**src/txpa_pkg.sv**
```systemverilog
// shared constants and types for the tx start and pa ramp sequencer
`default_nettype none
package txpa_pkg;
    // register indices; byte address is four times the index
    localparam logic [5:0] REG_STATE_IDX = 6'h02;
    localparam logic [5:0] REG_POWER_IDX = 6'h05;
    localparam logic [5:0] REG_MODE_IDX  = 6'h0C;
    localparam logic [5:0] REG_RF_IDX    = 6'h16;
    // state register: command written in, status read out
    localparam int          CMD_W         = 5;
    localparam logic [4:0] CMD_TX_START  = 5'h02;
    localparam logic [4:0] STAT_READY    = 5'h09;
    localparam logic [4:0] STAT_BUSY_TX  = 5'h02;
    // power register fields
    localparam int          GAIN_W        = 3;
    localparam int          PWR_LEVEL_LSB = 0;
    localparam int          PWR_LEVEL_W   = 5;
    localparam int          PWR_GAIN_LSB  = 5;
    localparam logic [7:0] POWER_RST     = 8'h00;
    // rf control register fields
    localparam int          RF_LEAD_LSB   = 0;
    localparam int          RF_LEAD_W     = 3;
    localparam int          RF_OFFS_LSB   = 4;
    localparam int          RF_OFFS_W     = 2;
    localparam int          RF_BOOST_BIT  = 7;
    localparam logic [7:0] RF_RST        = 8'h00;
    // mode register fields
    localparam int          MODE_AACK_BIT = 0;
    localparam int          MODE_ARET_BIT = 1;
    localparam logic [7:0] MODE_RST      = 8'h00;
    // timing
    localparam int          TMR_W         = 16;
    localparam int          CLK_NS        = 10;
    localparam int          SYMBOL_NS     = 25000;
    localparam int          LEAD_STEP_NS  = 2000;
    localparam int          RAMP_STEP_NS  = 1000;
    localparam int          SYMBOL_CYC    = (SYMBOL_NS + CLK_NS - 1) / CLK_NS;
    localparam int          LEAD_STEP_CYC = (LEAD_STEP_NS + CLK_NS - 1) / CLK_NS;
    localparam int          RAMP_STEP_CYC = (RAMP_STEP_NS + CLK_NS - 1) / CLK_NS;
    // sequencer states
    typedef enum logic [1:0] {
        ST_READY,
        ST_SETTLE,
        ST_SEND,
        ST_RAMPDN
    } txpa_state_t;
endpackage : txpa_pkg
`default_nettype wire

```
**src/txpa_ctl_if.sv**
```systemverilog
// control bundle between sequencer, symbol timer and gain ramp
`timescale 1ns/1ps
`default_nettype none
interface txpa_ctl_if;
    logic                            tmr_load;
    logic [txpa_pkg::TMR_W-1:0]      tmr_val;
    logic [txpa_pkg::TMR_W-1:0]      tmr_remain;
    logic                            ramp_run;
    logic                            ramp_down;
    logic [txpa_pkg::GAIN_W-1:0]     ramp_target;
    logic [txpa_pkg::GAIN_W-1:0]     ramp_gain;
    logic                            ramp_zero;
    modport seq  (output tmr_load, tmr_val, ramp_run, ramp_down, ramp_target,
                  input tmr_remain, ramp_gain, ramp_zero);
    modport tmr  (input tmr_load, tmr_val, output tmr_remain);
    modport ramp (input ramp_run, ramp_down, ramp_target, output ramp_gain, ramp_zero);
endinterface : txpa_ctl_if
`default_nettype wire

```
**src/txpa_ramp.sv**
```systemverilog
// pa gain stepper: up toward target while running, down to zero on request
`timescale 1ns/1ps
`default_nettype none
module txpa_ramp #(
    parameter int STEP_CYC = txpa_pkg::RAMP_STEP_CYC
) (
    input  wire logic  clk_sys,
    input  wire logic  reset,
    txpa_ctl_if.ramp   ctl
);
    localparam int CW = $clog2(STEP_CYC + 1);
    logic [txpa_pkg::GAIN_W-1:0] gain_q;
    logic [txpa_pkg::GAIN_W-1:0] gain_d;
    logic [CW-1:0]               tick_q;
    logic [CW-1:0]               tick_d;
    logic [txpa_pkg::GAIN_W-1:0] goal;

    // one gain step per step period; pa off holds gain at zero
    always_comb begin
        goal   = ctl.ramp_down ? '0 : ctl.ramp_target;
        gain_d = gain_q;
        tick_d = tick_q;
        if (!ctl.ramp_run) begin
            gain_d = '0;
            tick_d = '0;
        end else if (gain_q == goal) begin
            tick_d = '0;
        end else if (tick_q != CW'(STEP_CYC - 1)) begin
            tick_d = tick_q + 1'b1;
        end else begin
            tick_d = '0;
            gain_d = (gain_q < goal) ? gain_q + 1'b1 : gain_q - 1'b1;
        end
    end

    always_ff @(posedge clk_sys or posedge reset) begin
        if (reset) begin
            gain_q <= '0;
            tick_q <= '0;
        end else begin
            gain_q <= gain_d;
            tick_q <= tick_d;
        end
    end

    assign ctl.ramp_gain = gain_q;
    assign ctl.ramp_zero = (gain_q == '0);
endmodule : txpa_ramp
`default_nettype wire

```
**src/txpa_seq.sv**
```systemverilog
// tx start and pa ramp sequencer with avalon-mm register slave
// Function
// - frame starts from ready on tx-start command or sleep/transmit pin rising edge
// - enabled auto-ack or auto-retry modes may launch a frame themselves
// - wait one symbol after start before data, synthesizer settles meanwhile
// - pa enabled before data by programmable lead time
// - pa starts at gain zero and steps up to programmed gain
// - after frame, ramp down in reverse order of ramp-up
// - reported state changes from ready to busy-tx on start
// - equalizer on by default, off in boost mode
// - output power field sets level in one-decibel steps
`timescale 1ns/1ps
`default_nettype none
module txpa_seq #(
    parameter int SYMBOL_CYC    = txpa_pkg::SYMBOL_CYC,
    parameter int LEAD_STEP_CYC = txpa_pkg::LEAD_STEP_CYC,
    parameter int RAMP_STEP_CYC = txpa_pkg::RAMP_STEP_CYC
) (
    input  wire logic        clk_sys,
    input  wire logic        reset,
    input  wire logic [5:0]  avs_address,
    input  wire logic        avs_read,
    input  wire logic        avs_write,
    input  wire logic [31:0] avs_writedata,
    output logic      [31:0] avs_readdata,
    output logic             avs_waitrequest,
    input  wire logic        sleep_transmit_pin,
    input  wire logic        auto_ack_launch,
    input  wire logic        auto_retry_launch,
    input  wire logic        tx_frame_done,
    output logic             synth_tx_select,
    output logic             pa_enable,
    output logic      [2:0]  pa_gain,
    output logic             pa_equalizer_en,
    output logic      [4:0]  tx_power_level,
    output logic      [1:0]  tx_gain_offset,
    output logic             tx_data_start,
    output logic             tx_busy
);
    txpa_ctl_if ctl ();

    txpa_timer txpa_timer_inst (
        .clk_sys (clk_sys),
        .reset   (reset),
        .ctl     (ctl)
    );

    txpa_ramp #(
        .STEP_CYC (RAMP_STEP_CYC)
    ) txpa_ramp_inst (
        .clk_sys (clk_sys),
        .reset   (reset),
        .ctl     (ctl)
    );

    // register slave
    logic        ack_q;
    logic        ack_d;
    logic [31:0] rdata_q;
    logic [31:0] rdata_d;
    logic [7:0]  power_q;
    logic [7:0]  power_d;
    logic [7:0]  rf_q;
    logic [7:0]  rf_d;
    logic [7:0]  mode_q;
    logic [7:0]  mode_d;
    logic        wr_fire;
    logic        cmd_start;
    txpa_pkg::txpa_state_t state_q;

    // one wait cycle, then the access completes
    assign avs_waitrequest = (avs_read | avs_write) & ~ack_q;
    assign wr_fire         = avs_write & ack_q;
    assign avs_readdata    = rdata_q;

    // tx-start command accepted only in the ready state
    assign cmd_start = wr_fire && (avs_address == txpa_pkg::REG_STATE_IDX)
                       && (avs_writedata[txpa_pkg::CMD_W-1:0] == txpa_pkg::CMD_TX_START)
                       && (state_q == txpa_pkg::ST_READY);

    // write decode, read mux; unmapped reads give zero
    always_comb begin
        ack_d   = (avs_read | avs_write) & ~ack_q;
        power_d = power_q;
        rf_d    = rf_q;
        mode_d  = mode_q;
        rdata_d = rdata_q;
        if (wr_fire) begin
            unique case (avs_address)
                txpa_pkg::REG_POWER_IDX: power_d = avs_writedata[7:0];
                txpa_pkg::REG_RF_IDX:    rf_d    = avs_writedata[7:0];
                txpa_pkg::REG_MODE_IDX:  mode_d  = avs_writedata[7:0];
                default:                 ;
            endcase
        end
        if (avs_read & ~ack_q) begin
            unique case (avs_address)
                txpa_pkg::REG_STATE_IDX:
                    rdata_d = {27'h000_0000, (state_q == txpa_pkg::ST_READY) ?
                               txpa_pkg::STAT_READY : txpa_pkg::STAT_BUSY_TX};
                txpa_pkg::REG_POWER_IDX: rdata_d = {24'h00_0000, power_q};
                txpa_pkg::REG_RF_IDX:    rdata_d = {24'h00_0000, rf_q};
                txpa_pkg::REG_MODE_IDX:  rdata_d = {24'h00_0000, mode_q};
                default:                 rdata_d = 32'h0000_0000;
            endcase
        end
    end

    always_ff @(posedge clk_sys or posedge reset) begin
        if (reset) begin
            ack_q   <= 1'b0;
            rdata_q <= 32'h0000_0000;
            power_q <= txpa_pkg::POWER_RST;
            rf_q    <= txpa_pkg::RF_RST;
            mode_q  <= txpa_pkg::MODE_RST;
        end else begin
            ack_q   <= ack_d;
            rdata_q <= rdata_d;
            power_q <= power_d;
            rf_q    <= rf_d;
            mode_q  <= mode_d;
        end
    end

    // static pa settings
    logic [4:0] level_q;
    logic [1:0] offs_q;
    logic       eq_q;

    // power level, gain offset and equalizer follow the registers
    always_ff @(posedge clk_sys or posedge reset) begin
        if (reset) begin
            level_q <= '0;
            offs_q  <= '0;
            eq_q    <= 1'b1;
        end else begin
            level_q <= power_q[txpa_pkg::PWR_LEVEL_LSB +: txpa_pkg::PWR_LEVEL_W];
            offs_q  <= rf_q[txpa_pkg::RF_OFFS_LSB +: txpa_pkg::RF_OFFS_W];
            eq_q    <= ~rf_q[txpa_pkg::RF_BOOST_BIT];
        end
    end

    assign tx_power_level  = level_q;
    assign tx_gain_offset  = offs_q;
    assign pa_equalizer_en = eq_q;

    // start sources
    logic pin_q;
    logic start;

    // pin edge, command, or launch from an enabled extended mode
    assign start = (state_q == txpa_pkg::ST_READY) &&
                   ((sleep_transmit_pin & ~pin_q) | cmd_start
                    | (auto_ack_launch & mode_q[txpa_pkg::MODE_AACK_BIT])
                    | (auto_retry_launch & mode_q[txpa_pkg::MODE_ARET_BIT]));

    // sequencer
    txpa_pkg::txpa_state_t       state_d;
    logic                        synth_q;
    logic                        synth_d;
    logic                        pa_q;
    logic                        pa_d;
    logic                        dstart_q;
    logic                        dstart_d;
    logic [txpa_pkg::TMR_W-1:0]  lead_cyc;

    // lead time in cycles from the pa lead-time field
    assign lead_cyc = txpa_pkg::TMR_W'(LEAD_STEP_CYC)
                      * txpa_pkg::TMR_W'(rf_q[txpa_pkg::RF_LEAD_LSB +: txpa_pkg::RF_LEAD_W]);

    always_comb begin
        state_d         = state_q;
        synth_d         = synth_q;
        pa_d            = pa_q;
        dstart_d        = 1'b0;
        ctl.tmr_load    = 1'b0;
        ctl.tmr_val     = txpa_pkg::TMR_W'(SYMBOL_CYC - 1);
        ctl.ramp_down   = 1'b0;
        ctl.ramp_target = power_q[txpa_pkg::PWR_GAIN_LSB +: txpa_pkg::GAIN_W];
        unique case (state_q)
            txpa_pkg::ST_READY: begin
                if (start) begin
                    state_d      = txpa_pkg::ST_SETTLE;
                    synth_d      = 1'b1;
                    ctl.tmr_load = 1'b1;
                end
            end
            txpa_pkg::ST_SETTLE: begin
                // pa turns on once the remaining settle time reaches the lead
                if (ctl.tmr_remain <= lead_cyc) begin
                    pa_d = 1'b1;
                end
                if (ctl.tmr_remain == '0) begin
                    state_d  = txpa_pkg::ST_SEND;
                    pa_d     = 1'b1;
                    dstart_d = 1'b1;
                end
            end
            txpa_pkg::ST_SEND: begin
                if (tx_frame_done) begin
                    state_d = txpa_pkg::ST_RAMPDN;
                end
            end
            txpa_pkg::ST_RAMPDN: begin
                // gain down first, then pa off, then synthesizer released
                ctl.ramp_down = 1'b1;
                if (pa_q && ctl.ramp_zero) begin
                    pa_d = 1'b0;
                end else if (!pa_q) begin
                    synth_d = 1'b0;
                    state_d = txpa_pkg::ST_READY;
                end
            end
        endcase
    end

    always_ff @(posedge clk_sys or posedge reset) begin
        if (reset) begin
            state_q  <= txpa_pkg::ST_READY;
            synth_q  <= 1'b0;
            pa_q     <= 1'b0;
            dstart_q <= 1'b0;
            pin_q    <= 1'b0;
        end else begin
            state_q  <= state_d;
            synth_q  <= synth_d;
            pa_q     <= pa_d;
            dstart_q <= dstart_d;
            pin_q    <= sleep_transmit_pin;
        end
    end

    // ramp starts from zero whenever the pa is switched on
    assign ctl.ramp_run = pa_q;

    assign synth_tx_select = synth_q;
    assign pa_enable       = pa_q;
    assign pa_gain         = ctl.ramp_gain;
    assign tx_data_start   = dstart_q;
    assign tx_busy         = (state_q != txpa_pkg::ST_READY);
endmodule : txpa_seq
`default_nettype wire

```
**src/txpa_timer.sv**
```systemverilog
// down-counter that times the settling symbol
`timescale 1ns/1ps
`default_nettype none
module txpa_timer (
    input  wire logic  clk_sys,
    input  wire logic  reset,
    txpa_ctl_if.tmr    ctl
);
    logic [txpa_pkg::TMR_W-1:0] remain_q;
    logic [txpa_pkg::TMR_W-1:0] remain_d;

    // load on request, else count toward zero
    always_comb begin
        remain_d = remain_q;
        if (ctl.tmr_load) begin
            remain_d = ctl.tmr_val;
        end else if (remain_q != '0) begin
            remain_d = remain_q - 1'b1;
        end
    end

    always_ff @(posedge clk_sys or posedge reset) begin
        if (reset) begin
            remain_q <= '0;
        end else begin
            remain_q <= remain_d;
        end
    end

    assign ctl.tmr_remain = remain_q;
endmodule : txpa_timer
`default_nettype wire
```
**config.mk**
```make
export PLATFORM = sky130hd
export DESIGN_NAME = txpa_seq
export DESIGN_NICKNAME = d
export VERILOG_FILES = /design/src/txpa_pkg.sv /design/src/txpa_ctl_if.sv /design/src/txpa_ramp.sv /design/src/txpa_seq.sv /design/src/txpa_timer.sv
export SDC_FILE = /design/constraint.sdc
export NUM_CORES = 1
export LEC_CHECK = 0
export BUFFER_PORTS_ARGS = -buffer_cell sky130_fd_sc_hd__buf_2
export CAP_MARGIN = 20
export CORE_ASPECT_RATIO = 1.4
export CORE_MARGIN = 3
export CORE_UTILIZATION = 58
export CTS_BUF_LIST = sky130_fd_sc_hd__clkbuf_4 sky130_fd_sc_hd__clkbuf_8 sky130_fd_sc_hd__clkbuf_16
export CTS_CLUSTER_DIAMETER = 100
export DETAILED_ROUTE_END_ITERATION = 16
export PLACE_DENSITY = 0.88
export SYNTH_ARGS = -nofsm -noshare
export SYNTH_HDL_FRONTEND = slang
export SYNTH_SLANG_ARGS = --single-unit
export TNS_END_PERCENT = 30
```
**constraint.sdc**
```tcl
create_clock -name clk_sys -period 4.2 [get_ports clk_sys]
set_input_delay 0.42 -clock clk_sys [delete_from_list [all_inputs] [get_ports clk_sys]]
set_output_delay 0.42 -clock clk_sys [all_outputs]
set_load 0.05 [all_outputs]
```
Word-level counts from Yosys, hierarchy flattened
Index checks and enable logic that the tools add are counted.

operators by class
  equality and inequality tests = 19
  bitwise gates (word level) = 13
  magnitude comparators = 2
  add/sub/neg operators = 4
  multipliers = 1
  reductions and logical operators = 20
  mux-type cells = 31

operator list
  operator                 count
  $mux W16                 2
  $pmux W8 S4              1
  $mux W7                  3
  $le A16 B11 Y1           1
  $logic_not A16 Y1        1
  $ne A2 B2 Y1 const B     8
  $reduce_bool A16 Y1      1
  $sub A16 B1 Y16 const B  1
  $mux W3                  5
  $mux W1                  11
  $mux W2                  5
  $mul A5 B3 Y8 const A    1
  $pmux W2 S4              1
  $reduce_and A2 Y1        4
  $reduce_bool A2 Y1       4
  $add A7 B1 Y7 const B    1
  $ne A7 B7 Y1 const B     1
  $and A1 B1 Y1            6
  $eq A6 B2 Y1 const B     1
  $eq A6 B3 Y1 const B     1
  $eq A6 B4 Y1 const B     1
  $eq A6 B5 Y1 const B     1
  $eq A5 B2 Y1 const B     1
  $logic_and A1 B1 Y1      5
  other kinds (16)         23

word-level totals
  flip-flop bits (word level) = 97
  output and inout port bits = 48
  bits of input ports = 46
  logic and storage cells = 106

Depth between registers and ports, before layout
Gate-level depths: netlist of the first run.

  depth in word-level cells = 11
  depth in mapped cells = 12
  mapped depth without buffers = 12

Modules after synthesis
Synthesis of the first run repeated with hierarchy kept, for this count alone.

unflattened totals
  cells, all modules = 390
  area, all modules = 4132.7 µm²

by module, submodules not included
  module      cells each  seq. area each (µm²)  instances  area each (µm²)
  txpa_seq    216         1177.4                1          2461.1
  txpa_timer  111         400.4                 1          1061.0
  txpa_ramp   63          250.2                 1          610.6

Worst setup path before layout of the first run
No wires, ideal clock.

  kind = register to register
  from = register txpa_timer_inst.remain_q (netlist bit txpa_timer_inst.ctl.tmr_remain[0])
  to = register state_q[1]
  buffers on the path = 1
  data required time = 4072 ps
  setup time = 128 ps
  clock period less this slack = 2479 ps
  arrival time = 2351 ps
  slack = 1721 ps
  cell stages (with the launch flop) = 9
  path through = dfrtp_1 inv_1 ha_1 or3b_1 or3_1 clkbuf_1 or2_4 a211oi_2 mux2_1

on the way
  word-level cells in the longest chain between the ends = 3

RTL lines
  element                      RTL line          text
  start, declared              txpa_timer.sv:9   logic [txpa_pkg::TMR_W-1:0] remain_q;
  start signal, assigned       txpa_timer.sv:26  remain_q <= remain_d;
  $logic_not A16 Y1            txpa_seq.sv:193   if (ctl.tmr_remain == '0) begin
  $ne A2 B2 Y1 (no line)       --
  $reduce_and A5 Y1 (no line)  --
  end signal, assigned         txpa_seq.sv:219   state_q <= txpa_pkg::ST_READY;
  end signal, assigned         txpa_seq.sv:225   state_q <= state_d;
  end, declared                txpa_seq.sv:69    txpa_pkg::txpa_state_t state_q;

No other way between the ends.
A chain may end at the register's enable or synchronous reset.

Worst setup path in the final report of the first run
Ends and elaborated chain as after synthesis.

==> results of run 1 <==
[area by class of cell]
class / count / area share
flip-flops and latches: 73 / 0.427
clock buffers: 9 / 0.0289
repair buffers: 49 / 0.0631
multi-input cells: 264 / 0.428
well taps: 72 / 0.0210
clock inverters: 7 / 0.0143
inverters: 20 / 0.0175
[through the flow]
stage,setup WS (ns),total power (uW)
final,1.52,1540
after floorplan,1.72,991
after global placement,1.58,1030
after detailed placement,1.55,1030
after CTS,1.51,1550
after global routing,1.38,1610
[worst max path at each step]
stage,startpoint,end,slack (ns),cells past startpoint
CTS,txpa_timer_inst.ctl.tmr_remain[0]$_DFFE_PP0P_,state_q[1]$_DFFE_PP0P_,1.51,7
global placement,txpa_timer_inst.ctl.tmr_remain[0]$_DFFE_PP0P_,state_q[1]$_DFFE_PP0P_,1.58,7
detailed placement,txpa_timer_inst.ctl.tmr_remain[0]$_DFFE_PP0P_,state_q[1]$_DFFE_PP0P_,1.55,7
finish,txpa_timer_inst.ctl.tmr_remain[0]$_DFFE_PP0P_,state_q[1]$_DFFE_PP0P_,1.52,7
global route,state_q[0]$_DFFE_PP0P_,txpa_ramp_inst.ctl.ramp_gain[2]$_DFFE_PP0P_,1.38,11
floorplan,txpa_timer_inst.ctl.tmr_remain[0]$_DFFE_PP0P_,state_q[1]$_DFFE_PP0P_,1.72,8
[what timing repair did]
action / 4_1_cts / 5_1_grt
endpoints found under the hold margin: 0 / 6
setup endpoints to repair: 0 / 0
hold buffers: 0 / 1
[power breakdown]
part	internal (uW)	switching (uW)	leakage [uW]
Clock	224	287	0.0000884
Combinational	65.1	191	0.000952
Sequential	743	27.0	0.000927
Total	1030	505	0.00197
[layer usage]
layer  vias to the layer above  wire length, um
met5                         -                0
met4                         0              169
met3                        15              446
met2                       101             4030
met1                      1365             3120
li1                       1352                -
[flip-flops by register name, indices dropped and copies added, names as in the netlist, 3 cells and up]
signal	flops
power_q	8
txpa_timer_inst.ctl.tmr_remain	16
txpa_ramp_inst.tick_q	7
mode_q	8
rf_q	8
avs_readdata	8
txpa_ramp_inst.ctl.ramp_gain	3
tx_power_level	5
[logic make-up (layout without fill, tap and decap cells)]
logic type,after synthesis,in the layout,synth area share
AND/OR/NAND/NOR,120,120,0.165
AO/OA/AOI/OAI,53,53,0.0921
flip-flops,73,73,0.472
XOR/XNOR,15,15,0.0339
other,1,24,0.000968
buffers and inverters,55,85,0.0765
multiplexers,28,28,0.0804
adder cells (fa/ha/maj),24,24,0.0795
[worst max-delay path, cell delays in order (launching register included)]
cell and delay, ns:
dfrtp_1 0.40, inv_1 0.10, ha_1 0.23, or3b_1 0.41, or3_1 0.48, or2_4 0.32
a211oi_2 0.30, mux2_1 0.35
[cell usage in the layout, fill, tap and decap left out, types with 6 or more instances in the layout]
cell	instances
dfrtp_1	72
buf_2	45
nor2_1	33
mux2_2	24
conb_1	24
ha_1	23
nand2_1	20
inv_1	19
a21oi_1	16
nand3_1	12
nor3_1	11
xor2_1	9
clkbuf_8	9
o21ai_0	7
and2_1	6
xnor2_1	6
==> results.sh, run 1 <==
export IMPL_status="finished, final reports clean"
export IMPL_worstMarginPinSlew_ns=0.702
export IMPL_start_util=0.611
export IMPL_cts_sinks=73
export IMPL_gr_usage_met3=0.0546
export IMPL_fmax_mhz=373
export IMPL_clock_path_buffers=2
export IMPL_final_core_util=0.676
export IMPL_finalHoldViolCount=0
export IMPL_r2r_end="state_q[1]$_DFFE_PP0P_"
export IMPL_syn_avg_cell_area_um2=10.5
export IMPL_vias=2833
export IMPL_first_pass_iters=4
export IMPL_rrSetupSlack_ns=1.52
export IMPL_row_count=34
export IMPL_synth_top_area_frac=0.465
export IMPL_cts_tree="built"
export IMPL_grt_pass1_wl_mm=12.9
export IMPL_cts_resized=0
export IMPL_io_buffers=45
export IMPL_synth_cell_area_um2=3870
export IMPL_synthTopCellsByArea="dfrtp_1 47%, ha_1 7.4%, mux2_2 7.0%, buf_4 4.7%, nor2_1 3.2%"
export IMPL_met1_usage=0.258
export IMPL_power_density_nw_per_um2=359
export IMPL_required_ns=4.44
export IMPL_yosysWarnings=0
export IMPL_htree_num_levels=3
export IMPL_grt_ovfl_total=0
export IMPL_drv_slew=0
export IMPL_stdcell_count=494
export IMPL_crit_type="reg2reg"
export IMPL_final_layout_size_suffix_gt1_frac=0.227
export IMPL_fp_dieH_um=103
export IMPL_syn_to_final_growth_pct=10.6
export IMPL_ios=94
export IMPL_finalSetupViolCount=0
export IMPL_end_kind="register"
export IMPL_skew_ns=0.00806
export IMPL_core_area_um2=6340
export IMPL_synth_top_area_cell="dfrtp_1"
export IMPL_crit_path_max_fanout=9
export IMPL_slew_limit_headroom=0.529
export IMPL_cap_violations=0
export IMPL_timing_rr_start="txpa_timer_inst.ctl.tmr_remain[0]$_DFFE_PP0P_"
export IMPL_reg2regPathDepth=7
export IMPL_grt_pass1_vias=2800
export IMPL_multi_input_area_um2=1840
export IMPL_wl_mm=7.76
export IMPL_n_fill_cell=451
export IMPL_timing_hold_ws_ns=0.184
export IMPL_holdPathEnd="pin_q$_DFF_PP0_"
export IMPL_grtUsageTotal=0.222
export IMPL_finalWeightedCongestion=0.899
export IMPL_avgViaCountPerCell=5.73
export IMPL_cellLeakagePower_uw=0.00197
export IMPL_grtUsageMet2=0.385
export IMPL_clk_pin_slew_ns=0.08
export IMPL_post_dp_cell_area_um2=4060
export IMPL_synth_edff_count=0
export IMPL_arrival_ns=2.93
export IMPL_cts_setup_buffers=0
export IMPL_synth_common_cells="72 x dfrtp_1, 33 x nor2_1, 24 x buf_4, 24 x mux2_2, 23 x ha_1"
export IMPL_hold_class="in2reg"
export IMPL_cts_inserted_buffers=9
export IMPL_synth_async_reset_ratio=1.00
export IMPL_insertion_delay_ns=0.35
export IMPL_final_seq_area_um2=1830
export IMPL_min_from="sleep_transmit_pin"
export IMPL_fin_nets=487
export IMPL_period_minus_slack_ns=2.68
export IMPL_ys_seq_area_frac=0.472
export IMPL_syn_inst=369
export IMPL_tns_ns=0
export IMPL_crit_path_start_kind="register"
export IMPL_yosys_cell_types_count=54
export IMPL_synth_seq_cells=73
export IMPL_period_share=0.639
export IMPL_diodes=0
export IMPL_wire_per_inst_um=15.7
export IMPL_drc=0
export IMPL_hpwl_mm=5.70
export IMPL_drt_iter0_markers=159
export IMPL_grt_max_degree=49
export IMPL_final_cell_area_um2=4280
export IMPL_vdd_drop_max_uv=358
export IMPL_busiest_layer="met2"
export IMPL_dieWidth_um=75.1
export IMPL_placedCellCount=475
export IMPL_yosys_most_used_dff="dfrtp_1"
export IMPL_worstHoldPathCells=1
export IMPL_synth_most_common_cell="dfrtp_1"
export IMPL_rsz0062_at_grt="no"
export IMPL_antenna_found_initial=0
export IMPL_die_area_um2=7710
export IMPL_root_buffer="clkbuf_8"
export IMPL_ant_nets=0
Power figures use the tool's default switching activity.
==> run 2: changes to the inputs <==
Settings changed: CORE_UTILIZATION 58 to 54, PLACE_DENSITY 0.88 to 0.82.
Clock period 4.2 ns to 2.5 ns, I/O delays scaled along.
==> results.sh, run 2 (synthesized netlist as in run 1, its figures left out) <==
export IMPL_regMostFlops="txpa_timer_inst.ctl.tmr_remain"
export IMPL_grt_pass1_wl_mm=14.2
export IMPL_root_buffer="clkbuf_8"
export IMPL_vias=2985
export IMPL_cts_tree="built"
export IMPL_post_dp_cell_area_um2=4260
export IMPL_crit_path_start_kind="register"
export IMPL_skew_ns=0.00862
export IMPL_finalSetupViolCount=0
export IMPL_clockPowerShare=0.353
export IMPL_slew_limit_headroom=0.633
export IMPL_wire_per_inst_um=16.2
export IMPL_grtUsageTotal=0.217
export IMPL_cap_violations=0
export IMPL_end_kind="register"
export IMPL_final_layout_size_suffix_gt1_frac=0.295
export IMPL_ios=94
export IMPL_fp_dieH_um=106
export IMPL_avgViaCountPerCell=5.57
export IMPL_syn_to_final_growth_pct=17.6
export IMPL_final_seq_area_um2=1830
export IMPL_hpwl_mm=6.18
export IMPL_drt_iter0_markers=303
export IMPL_tns_ns=0
export IMPL_cts_inserted_buffers=9
export IMPL_crit_path_max_fanout=4
export IMPL_cts_sinks=73
export IMPL_period_share=1.00
export IMPL_crit_type="reg2reg"
export IMPL_worstMarginPinSlew_ns=0.547
export IMPL_crit_slowest_cell="dfrtp_1"
export IMPL_reg2regPathDepth=11
export IMPL_fin_nets=509
export IMPL_final_cell_area_um2=4560
export IMPL_switching_share=0.311
export IMPL_drv_slew=0
export IMPL_antenna_found_initial=0
export IMPL_insertion_delay_ns=0.36
export IMPL_cellLeakagePower_uw=0.00209
export IMPL_hold_class="in2reg"
export IMPL_grt_ovfl_total=0
export IMPL_placedCellCount=518
export IMPL_final_cell_mix="72 x dfrtp_1, 45 x buf_2, 32 x nor2_1"
export IMPL_io_buffers=45
export IMPL_clk_pin_slew_ns=0.08
export IMPL_grt_pass1_vias=3162
export IMPL_worstHoldPathCells=1
export IMPL_start_util=0.571
export IMPL_n_fill_cell=514
export IMPL_path_cells="ha_2, inv_2, nand2_4, ha_4, nor2b_4, o21a_1, nor2_2, fa_2, or3_4, a21oi_2, mux2i_1"
export IMPL_fmax_mhz=400
export IMPL_largest_reg_flops=16
export IMPL_required_ns=2.79
export IMPL_wl_mm=8.70
export IMPL_finalWeightedCongestion=0.883
export IMPL_period_minus_slack_ns=2.50
export IMPL_status="finished, final reports clean"
export IMPL_vdd_drop_max_uv=503
export IMPL_first_pass_iters=4
export IMPL_arrival_ns=2.79
export IMPL_ant_nets=0
export IMPL_intPower_uw=1860
export IMPL_stdcell_count=536
export IMPL_critPathMaxStageDelay_ns=0.39
export IMPL_clock_path_buffers=2
export IMPL_core_area_um2=6790
export IMPL_htree_num_levels=3
export IMPL_dieWidth_um=77.6
export IMPL_power_density_nw_per_um2=592
export IMPL_p_comb_frac=0.168
export IMPL_rsz0062_at_grt="yes"
export IMPL_diodes=0
export IMPL_finalHoldViolCount=0
export IMPL_grt_max_degree=29
export IMPL_power_switching_uw=838
export IMPL_final_common_cell="dfrtp_1"
export IMPL_power_frac_seq=0.479
export IMPL_row_count=35
export IMPL_die_area_um2=8240
export IMPL_drc=0
export IMPL_multi_input_area_um2=1910
## run 2: final cells by class
cell class,count,share of cell area
tap,92,0.0253
timing repair buffer,71,0.0928
multi-input combinational,264,0.420
sequential,73,0.401
clock buffer,10,0.0302
clock inverter,6,0.0143
inverter,20,0.0165
## run 2: metal layers
metal | GRT usage | wire [um] | up-vias
met1 | 0.237 | 3460 | 1477
met5 | 0 | 0 | -
met3 | 0.0500 | 414 | 28
met2 | 0.383 | 4540 | 92
li1 | - | - | 1388
met4 | 0.115 | 286 | 0
## run 2: power groups by stage
stage | clock network (uW) | registers, uW | logic, uW
3_5_place_dp | 0 | 1310 | 440
5_1_grt | 1010 | 1300 | 487
4_1_cts | 954 | 1290 | 445
6_report | 951 | 1290 | 453
2_1_floorplan | 0 | 1420 | 241
3_3_place_gp | 0 | 1310 | 425
## run 2: worst paths after layout
check                                        from                                     endpoint  slack (ns)
setup / recovery           state_q[1]$_DFFE_PP0P_  txpa_ramp_inst.ctl.ramp_gain[2]$_DFFE_PP0P_      0.0009
hold / removal                 sleep_transmit_pin                              pin_q$_DFF_PP0_        0.01
setup reg to reg           state_q[1]$_DFFE_PP0P_  txpa_ramp_inst.ctl.ramp_gain[2]$_DFFE_PP0P_      0.0009
hold reg to reg               rf_q[5]$_DFFE_PP0P_                  tx_gain_offset[1]$_DFF_PP0_        0.41
max in group asynchronous                   reset                    pa_equalizer_en$_DFF_PP1_        1.23
min in group asynchronous                   reset                       power_q[1]$_DFFE_PP0P_        0.48
## run 2: what timing repair did
| action | in CTS | in global routing |
|---|---|---|
| gates resized for setup | 4 | 12 |
| buffers inserted | 0 | 1 |
| hold buffers | 1 | 0 |
| endpoints found under the hold margin | 23 | 0 |
| cloned | 0 | 0 |
| setup endpoints to repair | 1 | 5 |
| pin swaps | 2 | 11 |
## run 2: critical path: cells and delay by family (launching register included)
| kind | cells | cell delay (ns) |
|---|---|---|
| adders and majority gates | 3 | 0.82 |
| buffers and inverters | 1 | 0.10 |
| muxes | 1 | 0.18 |
| DFF | 1 | 0.39 |
| AOI/OAI and AO/OA | 2 | 0.35 |
| and+or+nand+nor | 4 | 0.59 |
## run 2: through the flow
stage	power (uW)	util	hold WS (ns)	worst slack (ns)
final	2700	0.671	0.0140	0.000879
after global routing	2790	0.671	0.0142	-0.0950
after detailed placement	1750	0.627	0.320	-0.0938
after floorplan	1660	-	0.281	0.0211
after global placement	1730	0.627	0.303	0.0209
after CTS	2690	0.660	0.0106	0.000491
==> run 3: changes to the inputs <==
Settings changed: GPL_TIMING_DRIVEN set to 0.
==> results.sh, run 3 (synthesized netlist as in run 1, its figures left out) <==
export IMPL_clk_pin_slew_ns=0.08
export IMPL_start_util=0.571
export IMPL_grt_max_degree=74
export IMPL_stdcell_count=555
export IMPL_end_kind="register"
export IMPL_clockPowerShare=0.332
export IMPL_crit_type="reg2reg"
export IMPL_cts_inserted_buffers=9
export IMPL_ant_nets=0
export IMPL_grtUsageTotal=0.215
export IMPL_final_cell_mix="72 x dfrtp_1, 46 x buf_2, 35 x buf_4"
export IMPL_cap_violations=0
export IMPL_required_ns=2.78
export IMPL_cts_sinks=73
export IMPL_drc=0
export IMPL_finalWeightedCongestion=0.879
export IMPL_vias=3001
export IMPL_drv_slew=0
export IMPL_cellLeakagePower_uw=0.00214
export IMPL_p_comb_frac=0.181
export IMPL_crit_path_start_kind="register"
export IMPL_ios=94
export IMPL_largest_reg_flops=16
export IMPL_io_buffers=45
export IMPL_power_density_nw_per_um2=569
export IMPL_placedCellCount=529
export IMPL_root_buffer="clkbuf_8"
export IMPL_row_count=35
export IMPL_worstMarginPinSlew_ns=0.879
export IMPL_wl_mm=8.74
export IMPL_diodes=0
export IMPL_hpwl_mm=5.89
export IMPL_critPathMostFrequentCell="ha_4"
export IMPL_first_pass_iters=4
export IMPL_rsz0062_at_grt="yes"
export IMPL_period_share=0.991
export IMPL_path_cells="ha_4, inv_4, nand2_2, ha_4, nor2b_2, o21a_1, nor2_1, fa_2, or3_1, a21oi_2, mux2i_1"
export IMPL_regMostFlops="txpa_timer_inst.ctl.tmr_remain"
export IMPL_vdd_drop_max_uv=534
export IMPL_grt_pass1_wl_mm=14.2
export IMPL_power_switching_uw=890
export IMPL_critPathMaxStageDelay_ns=0.43
export IMPL_final_core_util=0.688
export IMPL_finalSetupViolCount=0
export IMPL_timing_hold_ws_ns=0.00612
export IMPL_arrival_ns=2.76
export IMPL_switching_share=0.335
export IMPL_wire_per_inst_um=15.7
export IMPL_grt_ovfl_total=0
export IMPL_crit_path_max_fanout=4
export IMPL_clock_path_buffers=2
export IMPL_period_minus_slack_ns=2.48
export IMPL_drt_iter0_markers=177
export IMPL_slew_limit_headroom=0.414
export IMPL_intPower_uw=1770
export IMPL_hold_class="in2reg"
export IMPL_fin_nets=528
export IMPL_grt_pass1_vias=3076
export IMPL_final_common_cell="dfrtp_1"
export IMPL_cts_tree="built"
export IMPL_htree_num_levels=3
export IMPL_tns_ns=0
export IMPL_antenna_found_initial=0
export IMPL_core_area_um2=6790
export IMPL_avgViaCountPerCell=5.41
export IMPL_insertion_delay_ns=0.36
export IMPL_fp_dieH_um=106
export IMPL_crit_slowest_cell="dfrtp_1"
export IMPL_finalHoldViolCount=0
export IMPL_dieWidth_um=77.6
export IMPL_status="finished, final reports clean"
export IMPL_die_area_um2=8240
export IMPL_power_frac_seq=0.487
export IMPL_skew_ns=0.00655
export IMPL_fmax_mhz=404
export IMPL_final_layout_size_suffix_gt1_frac=0.317
export IMPL_syn_to_final_growth_pct=20.5
-- run 3: area by class of cell --
class	instances	area (um2)
multi-input combinational	264	1930
inverter	20	80.1
timing repair buffer	56	308
tap	92	115
clock inverter	7	61.3
fill	509	2120
clock buffer	9	124
buffer	34	219
sequential	73	1830
-- run 3: repair_timing --
action | in CTS | in global routing
buffers inserted | 6 | 5
cloned | 0 | 0
endpoints found under the setup margin | 5 | 6
hold buffers | 0 | 0
gates resized for setup | 8 | 17
pin swaps | 7 | 8
-- run 3: worst paths after layout --
path | from | slack, ns | endpoint | cells past startpoint
worst min-delay path | sleep_transmit_pin | 0.006 | pin_q$_DFF_PP0_ | 1
worst max register to register | state_q[1]$_DFFE_PP0P_ | 0.02 | txpa_ramp_inst.ctl.ramp_gain[2]$_DFFE_PP0P_ | 11
max in group asynchronous | reset | 1.86 | power_q[3]$_DFFE_PP0P_ | 2
worst max-delay path | state_q[1]$_DFFE_PP0P_ | 0.02 | txpa_ramp_inst.ctl.ramp_gain[2]$_DFFE_PP0P_ | 11
worst min register to register | power_q[3]$_DFFE_PP0P_ | 0.41 | tx_power_level[3]$_DFF_PP0_ | 0
min in group asynchronous | reset | 0.05 | avs_readdata[4]$_DFFE_PP0P_ | 2
-- run 3: power groups by stage --
| stage | Combinational [uW] | Sequential, uW | Clock [uW] |
|---|---|---|---|
| after global routing | 517 | 1300 | 937 |
| after detailed placement | 456 | 1310 | 0 |
| final | 480 | 1300 | 883 |
| after CTS | 465 | 1290 | 882 |
| after global placement | 441 | 1310 | 0 |
| after floorplan | 241 | 1420 | 0 |
-- run 3: worst max-delay path, delay by kind of cell (launching register included) --
| family | cells | cell delay (ns) |
|---|---|---|
| adders and majority gates | 3 | 0.81 |
| DFF | 1 | 0.43 |
| muxes | 1 | 0.20 |
| AOI/OAI and AO/OA | 2 | 0.29 |
| and+or+nand+nor | 4 | 0.59 |
| buffers and inverters | 1 | 0.07 |
-- run 3: metrics by stage --
step	power, uW	worst slack (ns)	instance area (um2)
after floorplan	1660	0.0211	3960
after global placement	1750	-0.375	4300
after detailed placement	1770	-0.195	4300
after CTS	2640	0.000732	4560
after global routing	2760	-0.112	4670
final	2660	0.0230	4670
-- run 3: layer usage --
metal,vias to the layer above,global-route usage,routed length (um)
met5,-,0,0
met4,0,0.0992,196
met3,18,0.0424,396
met2,88,0.375,4670
met1,1459,0.253,3480
li1,1436,-,-
